### config.mk
export PLATFORM = sky130hd
export DESIGN_NAME = sipd_core
export DESIGN_NICKNAME = d
export VERILOG_FILES = /design/src/core/sipd_pkg.sv /design/src/core/sipd_core.sv
export SDC_FILE = /design/constraint.sdc
export NUM_CORES = 1
export LEC_CHECK = 0
export BUFFER_PORTS_ARGS = -buffer_cell sky130_fd_sc_hd__buf_2
export CAP_MARGIN = 20
export CORE_UTILIZATION = 32
export DETAILED_ROUTE_END_ITERATION = 8
export GPL_TIMING_DRIVEN = 0
export SKIP_CTS_REPAIR_TIMING = 1
export SLEW_MARGIN = 20
export SYNTH_ARGS = -nofsm -noshare
export SYNTH_HDL_FRONTEND = slang
export SYNTH_SLANG_ARGS = --single-unit
### constraint.sdc
create_clock -name sys_clk -period 2.61 [get_ports sys_clk]
set_input_delay 0.522 -clock sys_clk [delete_from_list [all_inputs] [get_ports sys_clk]]
set_output_delay 0.522 -clock sys_clk [all_outputs]
set_load 0.02 [all_outputs]
### src/core/sipd_pkg.sv
// package: register map, field layout and defaults of the status, interrupt and power-down block
package sipd_pkg;

   // ======================================================================
   // register byte offsets
   localparam logic [7:0] ADDR_PIN_CFG   = 8'h00;
   localparam logic [7:0] ADDR_STATUS    = 8'h04;
   localparam logic [7:0] ADDR_STICKY    = 8'h08;
   localparam logic [7:0] ADDR_IRQ_EN    = 8'h0c;
   localparam logic [7:0] ADDR_PWR_CH    = 8'h10;
   localparam logic [7:0] ADDR_PWR_OUT   = 8'h14;
   localparam logic [7:0] ADDR_PWR_REF   = 8'h18;
   localparam logic [7:0] ADDR_PWR_MISC  = 8'h1c;

   // ======================================================================
   // sizes
   localparam int NUM_CH      = 8;
   localparam int NUM_OUT     = 16;
   localparam int NUM_IN      = 2;
   localparam int NUM_SRC     = 6;
   localparam int FUNC_W      = 4;

   // ======================================================================
   // pin function codes
   localparam logic [3:0] FN_LOCK0      = 4'h8;
   localparam logic [3:0] FN_LOCK1      = 4'h9;
   localparam logic [3:0] FN_LOCK_BOTH  = 4'ha;
   localparam logic [3:0] FN_ACT_ALARM  = 4'hb;
   localparam logic [3:0] FN_HOLDOVER   = 4'hc;
   localparam logic [3:0] FN_IRQ        = 4'hd;
   localparam logic [3:0] PIN0_DEFAULT  = FN_ACT_ALARM;
   localparam logic [3:0] PIN1_DEFAULT  = FN_LOCK_BOTH;

   // ======================================================================
   // field positions: pin config word
   localparam int POS_PIN0_FN   = 0;
   localparam int POS_PIN1_FN   = 4;
   localparam int POS_INVERT    = 8;
   localparam int POS_STRAP     = 12;
   // sticky / enable / status bit order
   localparam int SRC_IN0       = 0;
   localparam int SRC_IN1       = 1;
   localparam int SRC_LOCK0     = 2;
   localparam int SRC_LOCK1     = 3;
   localparam int SRC_HOLD      = 4;
   localparam int SRC_REF       = 5;
   localparam int POS_DIVSYNC   = 6;
   // misc power word
   localparam int POS_OSC_PD    = 0;
   localparam int POS_FB1_PD    = 1;
   localparam int POS_IN_DIS    = 4;

   // ======================================================================
   // reference select modes
   typedef enum logic [1:0] {
      SIPD_MODE_MANUAL    = 2'b00,
      SIPD_MODE_AUTO      = 2'b01,
      SIPD_MODE_SHORT_HO  = 2'b10,
      SIPD_MODE_AUTO_HO   = 2'b11
   } sipd_mode_t;

   // live conditions from the clock core
   typedef struct packed {
      logic [NUM_IN-1:0] input_active;
      logic              loop0_locked;
      logic              loop1_locked;
      logic              loop0_holdover;
      logic              divider_sync_busy;
      logic              manual_sel;
   } sipd_cond_t;

   // power-down enables toward the analog blocks
   typedef struct packed {
      logic [NUM_OUT-1:0] out_off;
      logic [NUM_OUT-1:0] refpath_off;
      logic [NUM_CH-1:0]  chan_off;
      logic [NUM_IN-1:0]  input_off;
      logic               osc_buffer_off;
      logic               fb_div1_off;
   } sipd_pwr_t;

   localparam logic [1:0] RESP_OKAY   = 2'b00;
   localparam logic [1:0] RESP_SLVERR = 2'b10;

endpackage

### src/core/sipd_core.sv
// status, sticky alarm, interrupt pin and power-down logic with an axi4-lite register slave
`timescale 1ns/1ps

module sipd_core
   import sipd_pkg::*;
(
   input  wire logic              sys_clk,
   input  wire logic              rst,
   input  wire logic              clk_en,
   input  wire sipd_cond_t        cond,
   input  wire logic [1:0]        status_pin_in,
   output logic [1:0]             status_pin_out,
   output logic [1:0]             status_pin_oe_n,
   output sipd_pwr_t              pwr,
   output logic                   irq_level,
   input  wire logic [7:0]        s_axi_awaddr,
   input  wire logic              s_axi_awvalid,
   output logic                   s_axi_awready,
   input  wire logic [31:0]       s_axi_wdata,
   input  wire logic [3:0]        s_axi_wstrb,
   input  wire logic              s_axi_wvalid,
   output logic                   s_axi_wready,
   output logic [1:0]             s_axi_bresp,
   output logic                   s_axi_bvalid,
   input  wire logic              s_axi_bready,
   input  wire logic [7:0]        s_axi_araddr,
   input  wire logic              s_axi_arvalid,
   output logic                   s_axi_arready,
   output logic [31:0]            s_axi_rdata,
   output logic [1:0]             s_axi_rresp,
   output logic                   s_axi_rvalid,
   input  wire logic              s_axi_rready
);

   // ======================================================================
   // configuration state
   logic [FUNC_W-1:0]   pin0_fn;
   logic [FUNC_W-1:0]   pin1_fn;
   logic                status_pin_invert;
   logic [1:0]          strap_level;
   sipd_mode_t          ref_mode;
   logic [NUM_SRC-1:0]  sticky;
   logic [NUM_SRC-1:0]  irq_en;
   logic [NUM_CH-1:0]   channel_power_down;
   logic [NUM_OUT-1:0]  output_power_down;
   logic [NUM_OUT-1:0]  output_refpath_power_down;
   logic [NUM_IN-1:0]   input_disable;
   logic                osc_buffer_power_down;
   logic                fb_div1_power_down;
   logic                rst_d;

   // bus state
   logic                aw_held;
   logic                w_held;
   logic [7:0]          aw_addr;
   logic [31:0]         w_data;
   logic [3:0]          w_strb;
   logic                wr_fire;
   logic                ar_fire;

   // ======================================================================
   // live status
   logic [NUM_IN-1:0]   input_live;
   logic                loop0_ref_valid_now;
   logic [NUM_SRC-1:0]  fault_now;
   logic [31:0]         status_word;

   always_comb
   begin
      input_live = cond.input_active & ~input_disable;
      case (ref_mode)
         SIPD_MODE_MANUAL:
            loop0_ref_valid_now = input_live[cond.manual_sel];
         SIPD_MODE_AUTO:
            loop0_ref_valid_now = |input_live;
         SIPD_MODE_SHORT_HO, SIPD_MODE_AUTO_HO:
            loop0_ref_valid_now = ~(~(|input_live) & cond.loop0_holdover);
         default:
            loop0_ref_valid_now = 1'b1;
      endcase
   end

   always_comb
   begin
      fault_now            = '0;
      fault_now[SRC_IN0]   = ~input_live[0];
      fault_now[SRC_IN1]   = ~input_live[1];
      fault_now[SRC_LOCK0] = ~cond.loop0_locked;
      fault_now[SRC_LOCK1] = ~cond.loop1_locked;
      fault_now[SRC_HOLD]  = cond.loop0_holdover;
      fault_now[SRC_REF]   = ~loop0_ref_valid_now;
   end

   // momentary view: no storage, read straight from the live terms
   always_comb
   begin
      status_word              = '0;
      status_word[SRC_IN0]     = input_live[0];
      status_word[SRC_IN1]     = input_live[1];
      status_word[SRC_LOCK0]   = cond.loop0_locked;
      status_word[SRC_LOCK1]   = cond.loop1_locked;
      status_word[SRC_HOLD]    = ~cond.loop0_holdover;
      status_word[SRC_REF]     = loop0_ref_valid_now;
      status_word[POS_DIVSYNC] = cond.divider_sync_busy;
   end

   // ======================================================================
   // axi4-lite write channel
   assign s_axi_awready = ~aw_held & ~s_axi_bvalid;
   assign s_axi_wready  = ~w_held & ~s_axi_bvalid;
   assign wr_fire       = aw_held & w_held & ~s_axi_bvalid;

   always_ff @(posedge sys_clk)
   begin
      if (rst)
      begin
         aw_held      <= 1'b0;
         w_held       <= 1'b0;
         aw_addr      <= '0;
         w_data       <= '0;
         w_strb       <= '0;
         s_axi_bvalid <= 1'b0;
         s_axi_bresp  <= RESP_OKAY;
      end
      else if (clk_en)
      begin
         if (s_axi_awvalid && s_axi_awready)
         begin
            aw_held <= 1'b1;
            aw_addr <= s_axi_awaddr;
         end
         if (s_axi_wvalid && s_axi_wready)
         begin
            w_held <= 1'b1;
            w_data <= s_axi_wdata;
            w_strb <= s_axi_wstrb;
         end
         if (wr_fire)
         begin
            aw_held      <= 1'b0;
            w_held       <= 1'b0;
            s_axi_bvalid <= 1'b1;
            s_axi_bresp  <= (aw_addr[1:0] == 2'b00 && aw_addr[7:2] <= ADDR_PWR_MISC[7:2])
                            ? RESP_OKAY : RESP_SLVERR;
         end
         else if (s_axi_bvalid && s_axi_bready)
         begin
            s_axi_bvalid <= 1'b0;
         end
      end
   end

   // ======================================================================
   // pin config; strap sampled one edge after reset release
   always_ff @(posedge sys_clk)
   begin
      if (rst)
         rst_d <= 1'b1;
      else if (clk_en)
         rst_d <= 1'b0;
   end

   always_ff @(posedge sys_clk)
   begin
      if (rst)
      begin
         pin0_fn           <= PIN0_DEFAULT;
         pin1_fn           <= PIN1_DEFAULT;
         status_pin_invert <= 1'b0;
         strap_level       <= '0;
         ref_mode          <= SIPD_MODE_MANUAL;
      end
      else if (clk_en)
      begin
         if (rst_d)
         begin
            strap_level <= status_pin_in;
            ref_mode    <= sipd_mode_t'(status_pin_in);
         end
         else if (wr_fire && aw_addr == ADDR_PIN_CFG)
         begin
            if (w_strb[0])
            begin
               pin0_fn <= w_data[POS_PIN0_FN +: FUNC_W];
               pin1_fn <= w_data[POS_PIN1_FN +: FUNC_W];
            end
            if (w_strb[1])
            begin
               status_pin_invert <= w_data[POS_INVERT];
               ref_mode          <= sipd_mode_t'(w_data[POS_INVERT+1 +: 2]);
            end
         end
      end
   end

   // ======================================================================
   // sticky alarms: the live fault is or-ed in after the clear
   always_ff @(posedge sys_clk)
   begin
      if (rst)
         sticky <= '0;
      else if (clk_en)
      begin
         if (wr_fire && aw_addr == ADDR_STICKY && w_strb[0])
            sticky <= (sticky & ~w_data[NUM_SRC-1:0]) | fault_now;
         else
            sticky <= sticky | fault_now;
      end
   end

   always_ff @(posedge sys_clk)
   begin
      if (rst)
         irq_en <= '0;
      else if (clk_en && wr_fire && aw_addr == ADDR_IRQ_EN && w_strb[0])
         irq_en <= w_data[NUM_SRC-1:0];
   end

   // ======================================================================
   // power-down controls
   always_ff @(posedge sys_clk)
   begin
      if (rst)
      begin
         channel_power_down        <= '0;
         output_power_down         <= '0;
         output_refpath_power_down <= '0;
         input_disable             <= '0;
         osc_buffer_power_down     <= 1'b0;
         fb_div1_power_down        <= 1'b0;
      end
      else if (clk_en && wr_fire)
      begin
         if (aw_addr == ADDR_PWR_CH && w_strb[0])
            channel_power_down <= w_data[NUM_CH-1:0];
         if (aw_addr == ADDR_PWR_OUT)
         begin
            if (w_strb[0]) output_power_down[7:0]  <= w_data[7:0];
            if (w_strb[1]) output_power_down[15:8] <= w_data[15:8];
         end
         if (aw_addr == ADDR_PWR_REF)
         begin
            if (w_strb[0]) output_refpath_power_down[7:0]  <= w_data[7:0];
            if (w_strb[1]) output_refpath_power_down[15:8] <= w_data[15:8];
         end
         if (aw_addr == ADDR_PWR_MISC && w_strb[0])
         begin
            osc_buffer_power_down <= w_data[POS_OSC_PD];
            fb_div1_power_down    <= w_data[POS_FB1_PD];
            input_disable         <= w_data[POS_IN_DIS +: NUM_IN];
         end
      end
   end

   // two outputs per channel; channel bit overrides both per-output bits
   always_comb
   begin
      for (int i = 0; i < NUM_OUT; i++)
      begin
         pwr.out_off[i]     = output_power_down[i] | channel_power_down[i/2];
         pwr.refpath_off[i] = output_refpath_power_down[i] | channel_power_down[i/2];
      end
      pwr.chan_off       = channel_power_down;
      pwr.input_off      = input_disable;
      pwr.osc_buffer_off = osc_buffer_power_down;
      pwr.fb_div1_off    = fb_div1_power_down;
   end

   // ======================================================================
   // interrupt and status pins
   assign irq_level = |(sticky & irq_en);

   function automatic logic [1:0] pin_drive(input logic [FUNC_W-1:0] fn);
      logic [1:0] r;
      r = 2'b10;
      case (fn)
         FN_LOCK0:     r = {1'b1, cond.loop0_locked};
         FN_LOCK1:     r = {1'b1, cond.loop1_locked};
         FN_LOCK_BOTH: r = {1'b1, cond.loop0_locked & cond.loop1_locked};
         FN_ACT_ALARM: r = {1'b1, ~(|(sticky[SRC_IN1:SRC_IN0] & ~input_disable))};
         FN_HOLDOVER:  r = {1'b1, ~cond.loop0_holdover};
         FN_IRQ:       r = {1'b1, irq_level};
         default:      r = 2'b00;
      endcase
      return r;
   endfunction

   logic [1:0] pin0_drive;
   logic [1:0] pin1_drive;

   always_comb
   begin
      pin0_drive = pin_drive(pin0_fn);
      pin1_drive = pin_drive(pin1_fn);
   end

   // pins are registered; inputs (non-output codes) stay undriven
   always_ff @(posedge sys_clk)
   begin
      if (rst)
      begin
         status_pin_out  <= '0;
         status_pin_oe_n <= 2'b11;
      end
      else if (clk_en)
      begin
         status_pin_out  <= {pin1_drive[0], pin0_drive[0]} ^ {2{status_pin_invert}};
         status_pin_oe_n <= ~{pin1_drive[1], pin0_drive[1]};
      end
   end

   // ======================================================================
   // axi4-lite read channel, one cycle latency
   assign s_axi_arready = ~s_axi_rvalid;
   assign ar_fire       = s_axi_arvalid & s_axi_arready;

   always_ff @(posedge sys_clk)
   begin
      if (rst)
      begin
         s_axi_rvalid <= 1'b0;
         s_axi_rdata  <= '0;
         s_axi_rresp  <= RESP_OKAY;
      end
      else if (clk_en)
      begin
         if (ar_fire)
         begin
            s_axi_rvalid <= 1'b1;
            s_axi_rresp  <= RESP_OKAY;
            case (s_axi_araddr)
               ADDR_PIN_CFG:  s_axi_rdata <= {18'h0, strap_level, 1'b0, ref_mode,
                                             status_pin_invert, pin1_fn, pin0_fn};
               ADDR_STATUS:   s_axi_rdata <= status_word;
               ADDR_STICKY:   s_axi_rdata <= {26'h0, sticky};
               ADDR_IRQ_EN:   s_axi_rdata <= {26'h0, irq_en};
               ADDR_PWR_CH:   s_axi_rdata <= {24'h0, channel_power_down};
               ADDR_PWR_OUT:  s_axi_rdata <= {16'h0, output_power_down};
               ADDR_PWR_REF:  s_axi_rdata <= {16'h0, output_refpath_power_down};
               ADDR_PWR_MISC: s_axi_rdata <= {26'h0, input_disable, 2'b00,
                                             fb_div1_power_down, osc_buffer_power_down};
               default:
               begin
                  s_axi_rdata <= '0;
                  s_axi_rresp <= RESP_SLVERR;
               end
            endcase
         end
         else if (s_axi_rvalid && s_axi_rready)
            s_axi_rvalid <= 1'b0;
      end
   end

endmodule

== Word level (Yosys, flattened, before mapping) ==
Index checks and enable logic that the tools add are counted.

* Output and inout bits: 90
* Input bits: 69
* Word-level logic and storage cells: 187
* Register bits after elaboration: 140

* Bitwise gates (word level): 63
* Multiplexer cells: 20
* Order comparisons: 2
* Reductions and logical operators: 46
* Equal/unequal tests: 28

{| class="wikitable"
|+ Operators by type and width
! operator !! count
|-
| 16-bit one-hot mux with 8 select lines || 1
|-
| 8-bit by 5-bit equality test with 1-bit output (second input constant) || 8
|-
| 4-bit equality test (second input constant) || 12
|-
| 8-bit by 4-bit equality test with 1-bit output (second input constant) || 4
|-
| 1-bit OR || 32
|-
| 2-bit one-hot mux with 6 select lines || 2
|-
| 2-bit AND reduction || 11
|-
| 8-bit zero test || 2
|-
| 3-bit AND reduction || 5
|-
| 1-bit NOT || 14
|-
| 1-bit logical AND || 13
|-
| 6-bit bitwise AND || 2
|-
| 6-bit OR || 2
|-
| 2-bit nonzero test || 6
|-
| 1-bit two-way mux || 10
|-
| 2-bit two-way mux || 5
|-
| 8-bit by 3-bit equality test with 1-bit output (second input constant) || 1
|-
| 4-bit AND reduction || 2
|-
| 8-bit OR reduction || 1
|-
| 1-bit bitwise AND || 7
|-
| 6-bit by 3-bit less-or-equal comparator with 1-bit output (second input constant) || 1
|-
| 6-bit two-way mux || 1
|-
| 6-bit NOT || 1
|-
| 2-bit OR reduction || 3
|-
| other kinds (9) || 13
|}

== Longest topological paths before layout ==
* Word-level depth: 10
* Mapped depth: 7

== Worst setup path before layout ==
OpenSTA, ideal clock, no wires.

* Kind: input to register
* Start: input port clk_en
* End: register w_data[5]
* Buffers on the path: 2
* Setup slack: 0.776 ns
* Required time: 2.478 ns
* Stages: 6
* Data arrival time: 1.702 ns
* Library setup time: 0.132 ns
* Cell sequence: inv_1 -> or4b_2 -> buf_2 -> buf_2 -> nand2_1 -> a21oi_1

* Cells in the longest elaborated chain, start to end: 1

{| class="wikitable"
|+ RTL lines
! item !! RTL line !! source
|-
| start, declared || sipd_core.sv:9 || <nowiki>input wire logic clk_en,</nowiki>
|-
| 2-bit AND reduction (no line) || n/a ||
|-
| end signal, assigned || sipd_core.sv:135 || <nowiki>w_data <= s_axi_wdata;</nowiki>
|-
| end, declared || sipd_core.sv:56 || <nowiki>logic [31:0] w_data;</nowiki>
|}

Every way passes these cells.
A chain may end at the register's enable or synchronous reset.

== Final worst setup path ==
* Start: register aw_addr[4]
* End: register pin0_fn[1]

* Cells in the longest elaborated chain, start to end: 3

{| class="wikitable"
|+ RTL lines
! item !! RTL line !! source
|-
| start, declared || sipd_core.sv:55 || <nowiki>logic [7:0] aw_addr;</nowiki>
|-
| start signal, assigned || sipd_core.sv:130 || <nowiki>aw_addr <= s_axi_awaddr;</nowiki>
|-
| 8-bit zero test || sipd_core.sv:180 || <nowiki>else if (wr_fire && aw_addr == ADDR_PIN_CFG)</nowiki>
|-
| 1-bit logical AND || sipd_core.sv:180 ||
|-
| 4-bit AND reduction (no line) || n/a ||
|-
| end signal, assigned || sipd_core.sv:184 || <nowiki>pin0_fn <= w_data[POS_PIN0_FN +: FUNC_W];</nowiki>
|-
| end, declared || sipd_core.sv:37 || <nowiki>logic [FUNC_W-1:0] pin0_fn;</nowiki>
|}

Every way passes these cells.

==> summary.md <==
| Metric | Value |
|---|---|
| Sink Count | 122 |
| Num CTS Buffers | 17 |
| Mapped Cells | 648 |
| DP Area | 0.006671 mm^2 |
| Compound-cell area share of the yosys netlist | 0.1146 |
| Async S/R FF share, synth | 0 |
| Routed via count | 5231 |
| Overall Global Routing Usage | 0.2083 |
| Synth warn | 0 |
| CTS tree | built |
| Synth area leader | dfxtp_1 |
| Leak | 3.493 nW |
| Syn Std Cell Area | 0.005730 mm^2 |
| Crit-path leading delay family | simple AND/OR/NAND/NOR gates |
| Post-synth top area share | 0.4262 |
| Clock tree buffer depth | 2 |
| DRC viols | 0 |
| Slew headroom | 0.5168 |
| Mux cell area share after synthesis | 0.1561 |
| Sw Ratio | 0.2455 |
| Most common cell in the netlist | dfxtp_1 |
| Core outline area | 0.01742 mm^2 |
| Hold WC Path Type | in2reg |
| Layout cells sized above 1 | 0.2990 |
| Placed cells | 1009 |
| Arrival time at the worst endpoint | 2360 ps |
| Largest family of logic cells by synthesized area | simple AND/OR/NAND/NOR gates |
| Crit-path max FO | 10 |
| Worst-margin pin slew | 724.8 ps |
| Commonest cells post-synth | dfxtp_1, nor2_1, nand2_1 |
| Worst Setup Start Kind | register |
| Pwr Density | 657.0 mW/mm^2 |
| WL/cell | 17.95 um |
| Fin crit share | 0.7861 |
| Clk pin slew, worst setup/hold paths | 60 ps |
| Num rows | 48 |
| Combinational share of power | 0.086 |
| Die width | 135.8 um |
| RSZ-0062 raised after global routing | no |
| Pre-antenna DRT Iters | 5 |
| Cells along the critical path | nor4_2 -> and3b_1 -> nand3_2 -> buf_2 -> nor3_1 -> a21oi_1 |
| Gr ovfl total | 0 |
| Initial antenna violation count | 0 |
| Total die area | 0.01845 mm^2 |
| Synth Area in Adders | 0 |
| Switching power | 0.001175 W |
| First-pass GRT wire length | 28.07 mm |
| Final #Nets | 872 |
| FMAX | 487.4 MHz |
| Count of cell types in the netlist | 52 |
| Finished Layout Cells | 1041 |
| Final ANT Viol Nets | 0 |
| Final wirelength | 18.69 mm |
| Setup violators final | 0 |
| Initial detailed-routing violation count | 464 |
| Clock root buffer | clkbuf_16 |
| CP Buf/Inv Count | 1 |
| Crit. End Element | register |
| Largest net degree at the start of global routing | 17 |
| Setup Skew | 6.411 ps |
| Sequential share of power | 0.409 |
| Post-synth EDFFs | 0 |
| Die Span Y | 135.8 um |
| Tmin final | 2052 ps |
| WS Path Type | reg2reg |
| Max H-tree Level | 4 |
| Final hold vios | 0 |
| # diodes | 0 |
| Xor/xnor share of the synthesized area | 0 |
| Synth Area per Inst | 8.843 um^2 |
| Worst-skew pair later-pin latency | 420 ps |
| Sequential fraction of the synthesis area | 0.4262 |
| Simple-gate portion of the synthesized area | 0.2430 |
| Vias in the first global route | 4784 |
| WP data required | 2920 ps |
| Slowest Stage Delay on Critical Path | 520 ps |
| Setup TNS | 0 ps |
| DPL Wire Length | 14.04 mm |
| GP Congestion | 0.8754 |
| Fin. max-slew vios | 0 |
| Peak VDD IR | 0.4547 mV |
| Synth top area cells | dfxtp_1, mux2i_1, nor2_1 |
| Via-to-Cell Ratio | 5.025 |
| Synth Flop Type | dfxtp_1 |
| Clock power share | 0.505 |
| Area delta synth->final | 27.14% |
| Max cap viols | 0 |
| Final instance area | 0.007286 mm^2 |
| Starting Density | 0.3290 |
| I/O Pins | 159 |
| Internal cell power | 0.003611 W |
| Status | finished clean |
| Slowest stage cell, crit path | nor4_2 |
| Port Buffers | 119 |
| FF+latch count, synth | 122 |
[flip-flops by register name, summed over array words and instances, names as in the netlist, 2 cells and up]
register / count
output_power_down: 16
pin1_fn: 4
aw_addr: 8
ref_mode: 2
output_refpath_power_down: 16
channel_power_down: 8
irq_en: 6
w_strb: 2
input_disable: 2
status_pin_out: 2
w_data: 16
s_axi_rdata: 16
pin0_fn: 4
status_pin_oe_n: 2
strap_level: 2
sticky: 6
[power by group through the flow]
stage | logic [W] | clock network [W] | registers, W
2_1_floorplan | 0.000256 | 0 | 0.00200
3_3_place_gp | 0.000407 | 0 | 0.00200
3_5_place_dp | 0.000408 | 0 | 0.00200
4_1_cts | 0.000410 | 0.00244 | 0.00196
5_1_grt | 0.000449 | 0.00253 | 0.00196
6_report | 0.000411 | 0.00242 | 0.00196
[worst reg2reg max path, cell delays in order (launching register included)]
cell	delay [ps]
dfxtp_1	410
nor4_2	520
and3b_1	310
nand3_2	210
buf_2	260
nor3_1	160
a21oi_1	60
[final cells by class]
type / count / area (um^2)
plain buffers: 60 / 321.6
well taps: 225 / 281.5
flip-flops and latches: 122 / 2442
clock buffers: 21 / 460.4
clock inverters: 11 / 145.1
fillers: 1806 / 10130
repair buffers: 119 / 595.6
inverters: 5 / 18.77
multi-input cells: 478 / 3020
[path summary, 6_finish.rpt]
| path | slack [ps] | cells past startpoint | to | start |
|---|---|---|---|---|
| setup / recovery | 560 | 6 | pin0_fn[1] | aw_addr[4] |
| hold / removal | 330 | 3 | aw_addr[3] | s_axi_awaddr[3] |
| setup reg to reg | 560 | 6 | pin0_fn[1] | aw_addr[4] |
| hold reg to reg | 450 | 2 | s_axi_rdata[4] | s_axi_rdata[4] |
[per-layer routing]
| layer | routed length [um] | vias up | GRT usage |
|---|---|---|---|
| li1 | - | 2541 | - |
| met1 | 8621 | 2459 | 0.2788 |
| met2 | 8611 | 206 | 0.3265 |
| met3 | 1192 | 25 | 0.05332 |
| met4 | 265 | 0 | 0.06305 |
| met5 | 0 | - | 0 |
[per-stage QoR]
stage / total power, W / worst slack, ps / util / hold slack, ps
2_1_floorplan: 0.002254 / 776.2 / - / 431.7
3_3_place_gp: 0.002402 / 135.2 / 0.3830 / 436.8
3_5_place_dp: 0.002405 / 133.3 / 0.3830 / 442.3
4_1_cts: 0.004806 / 571.8 / 0.4178 / 319.3
5_1_grt: 0.004940 / 439.8 / 0.4183 / 326.4
6_report: 0.004786 / 558.3 / 0.4183 / 330.3
[cell families (layout without fill, tap and decap cells)]
kind of cell | after synthesis | in the layout
flip-flops | 122 | 122
AO/OA/AOI/OAI | 103 | 103
AND/OR/NAND/NOR | 277 | 277
other | 1 | 18
multiplexers | 80 | 80
buffers and inverters | 65 | 216
[cell usage in the layout (no fill, tap or decap), types with 3 or more instances in the layout]
| master | synthesis | layout |
|---|---|---|
| and3_1 | 3 | 3 |
| o21ai_0 | 15 | 15 |
| or3_1 | 7 | 7 |
| nor3_1 | 10 | 10 |
| a311oi_1 | 3 | 3 |
| dfxtp_1 | 122 | 122 |
| a211oi_1 | 6 | 6 |
| nand2_1 | 77 | 77 |
| clkinvlp_4 | 0 | 3 |
| clkbuf_1 | 23 | 25 |
| a21oi_1 | 43 | 43 |
| mux2i_1 | 68 | 68 |
| clkbuf_16 | 0 | 17 |
| nand3_1 | 17 | 17 |
| clkinv_2 | 0 | 3 |
| mux2_2 | 5 | 5 |
| nor2_1 | 98 | 98 |
| a22oi_1 | 18 | 18 |
| inv_1 | 5 | 5 |
| buf_4 | 21 | 21 |
| a2bb2oi_1 | 4 | 4 |
| buf_2 | 14 | 133 |
| bufinv_16 | 0 | 3 |
| nor2b_1 | 4 | 4 |
| conb_1 | 1 | 18 |
| mux4_2 | 7 | 7 |
| nand3b_1 | 3 | 3 |
| nand2b_1 | 4 | 4 |
| or2_2 | 32 | 32 |
Note: power is estimated with default switching activity, not from simulation.
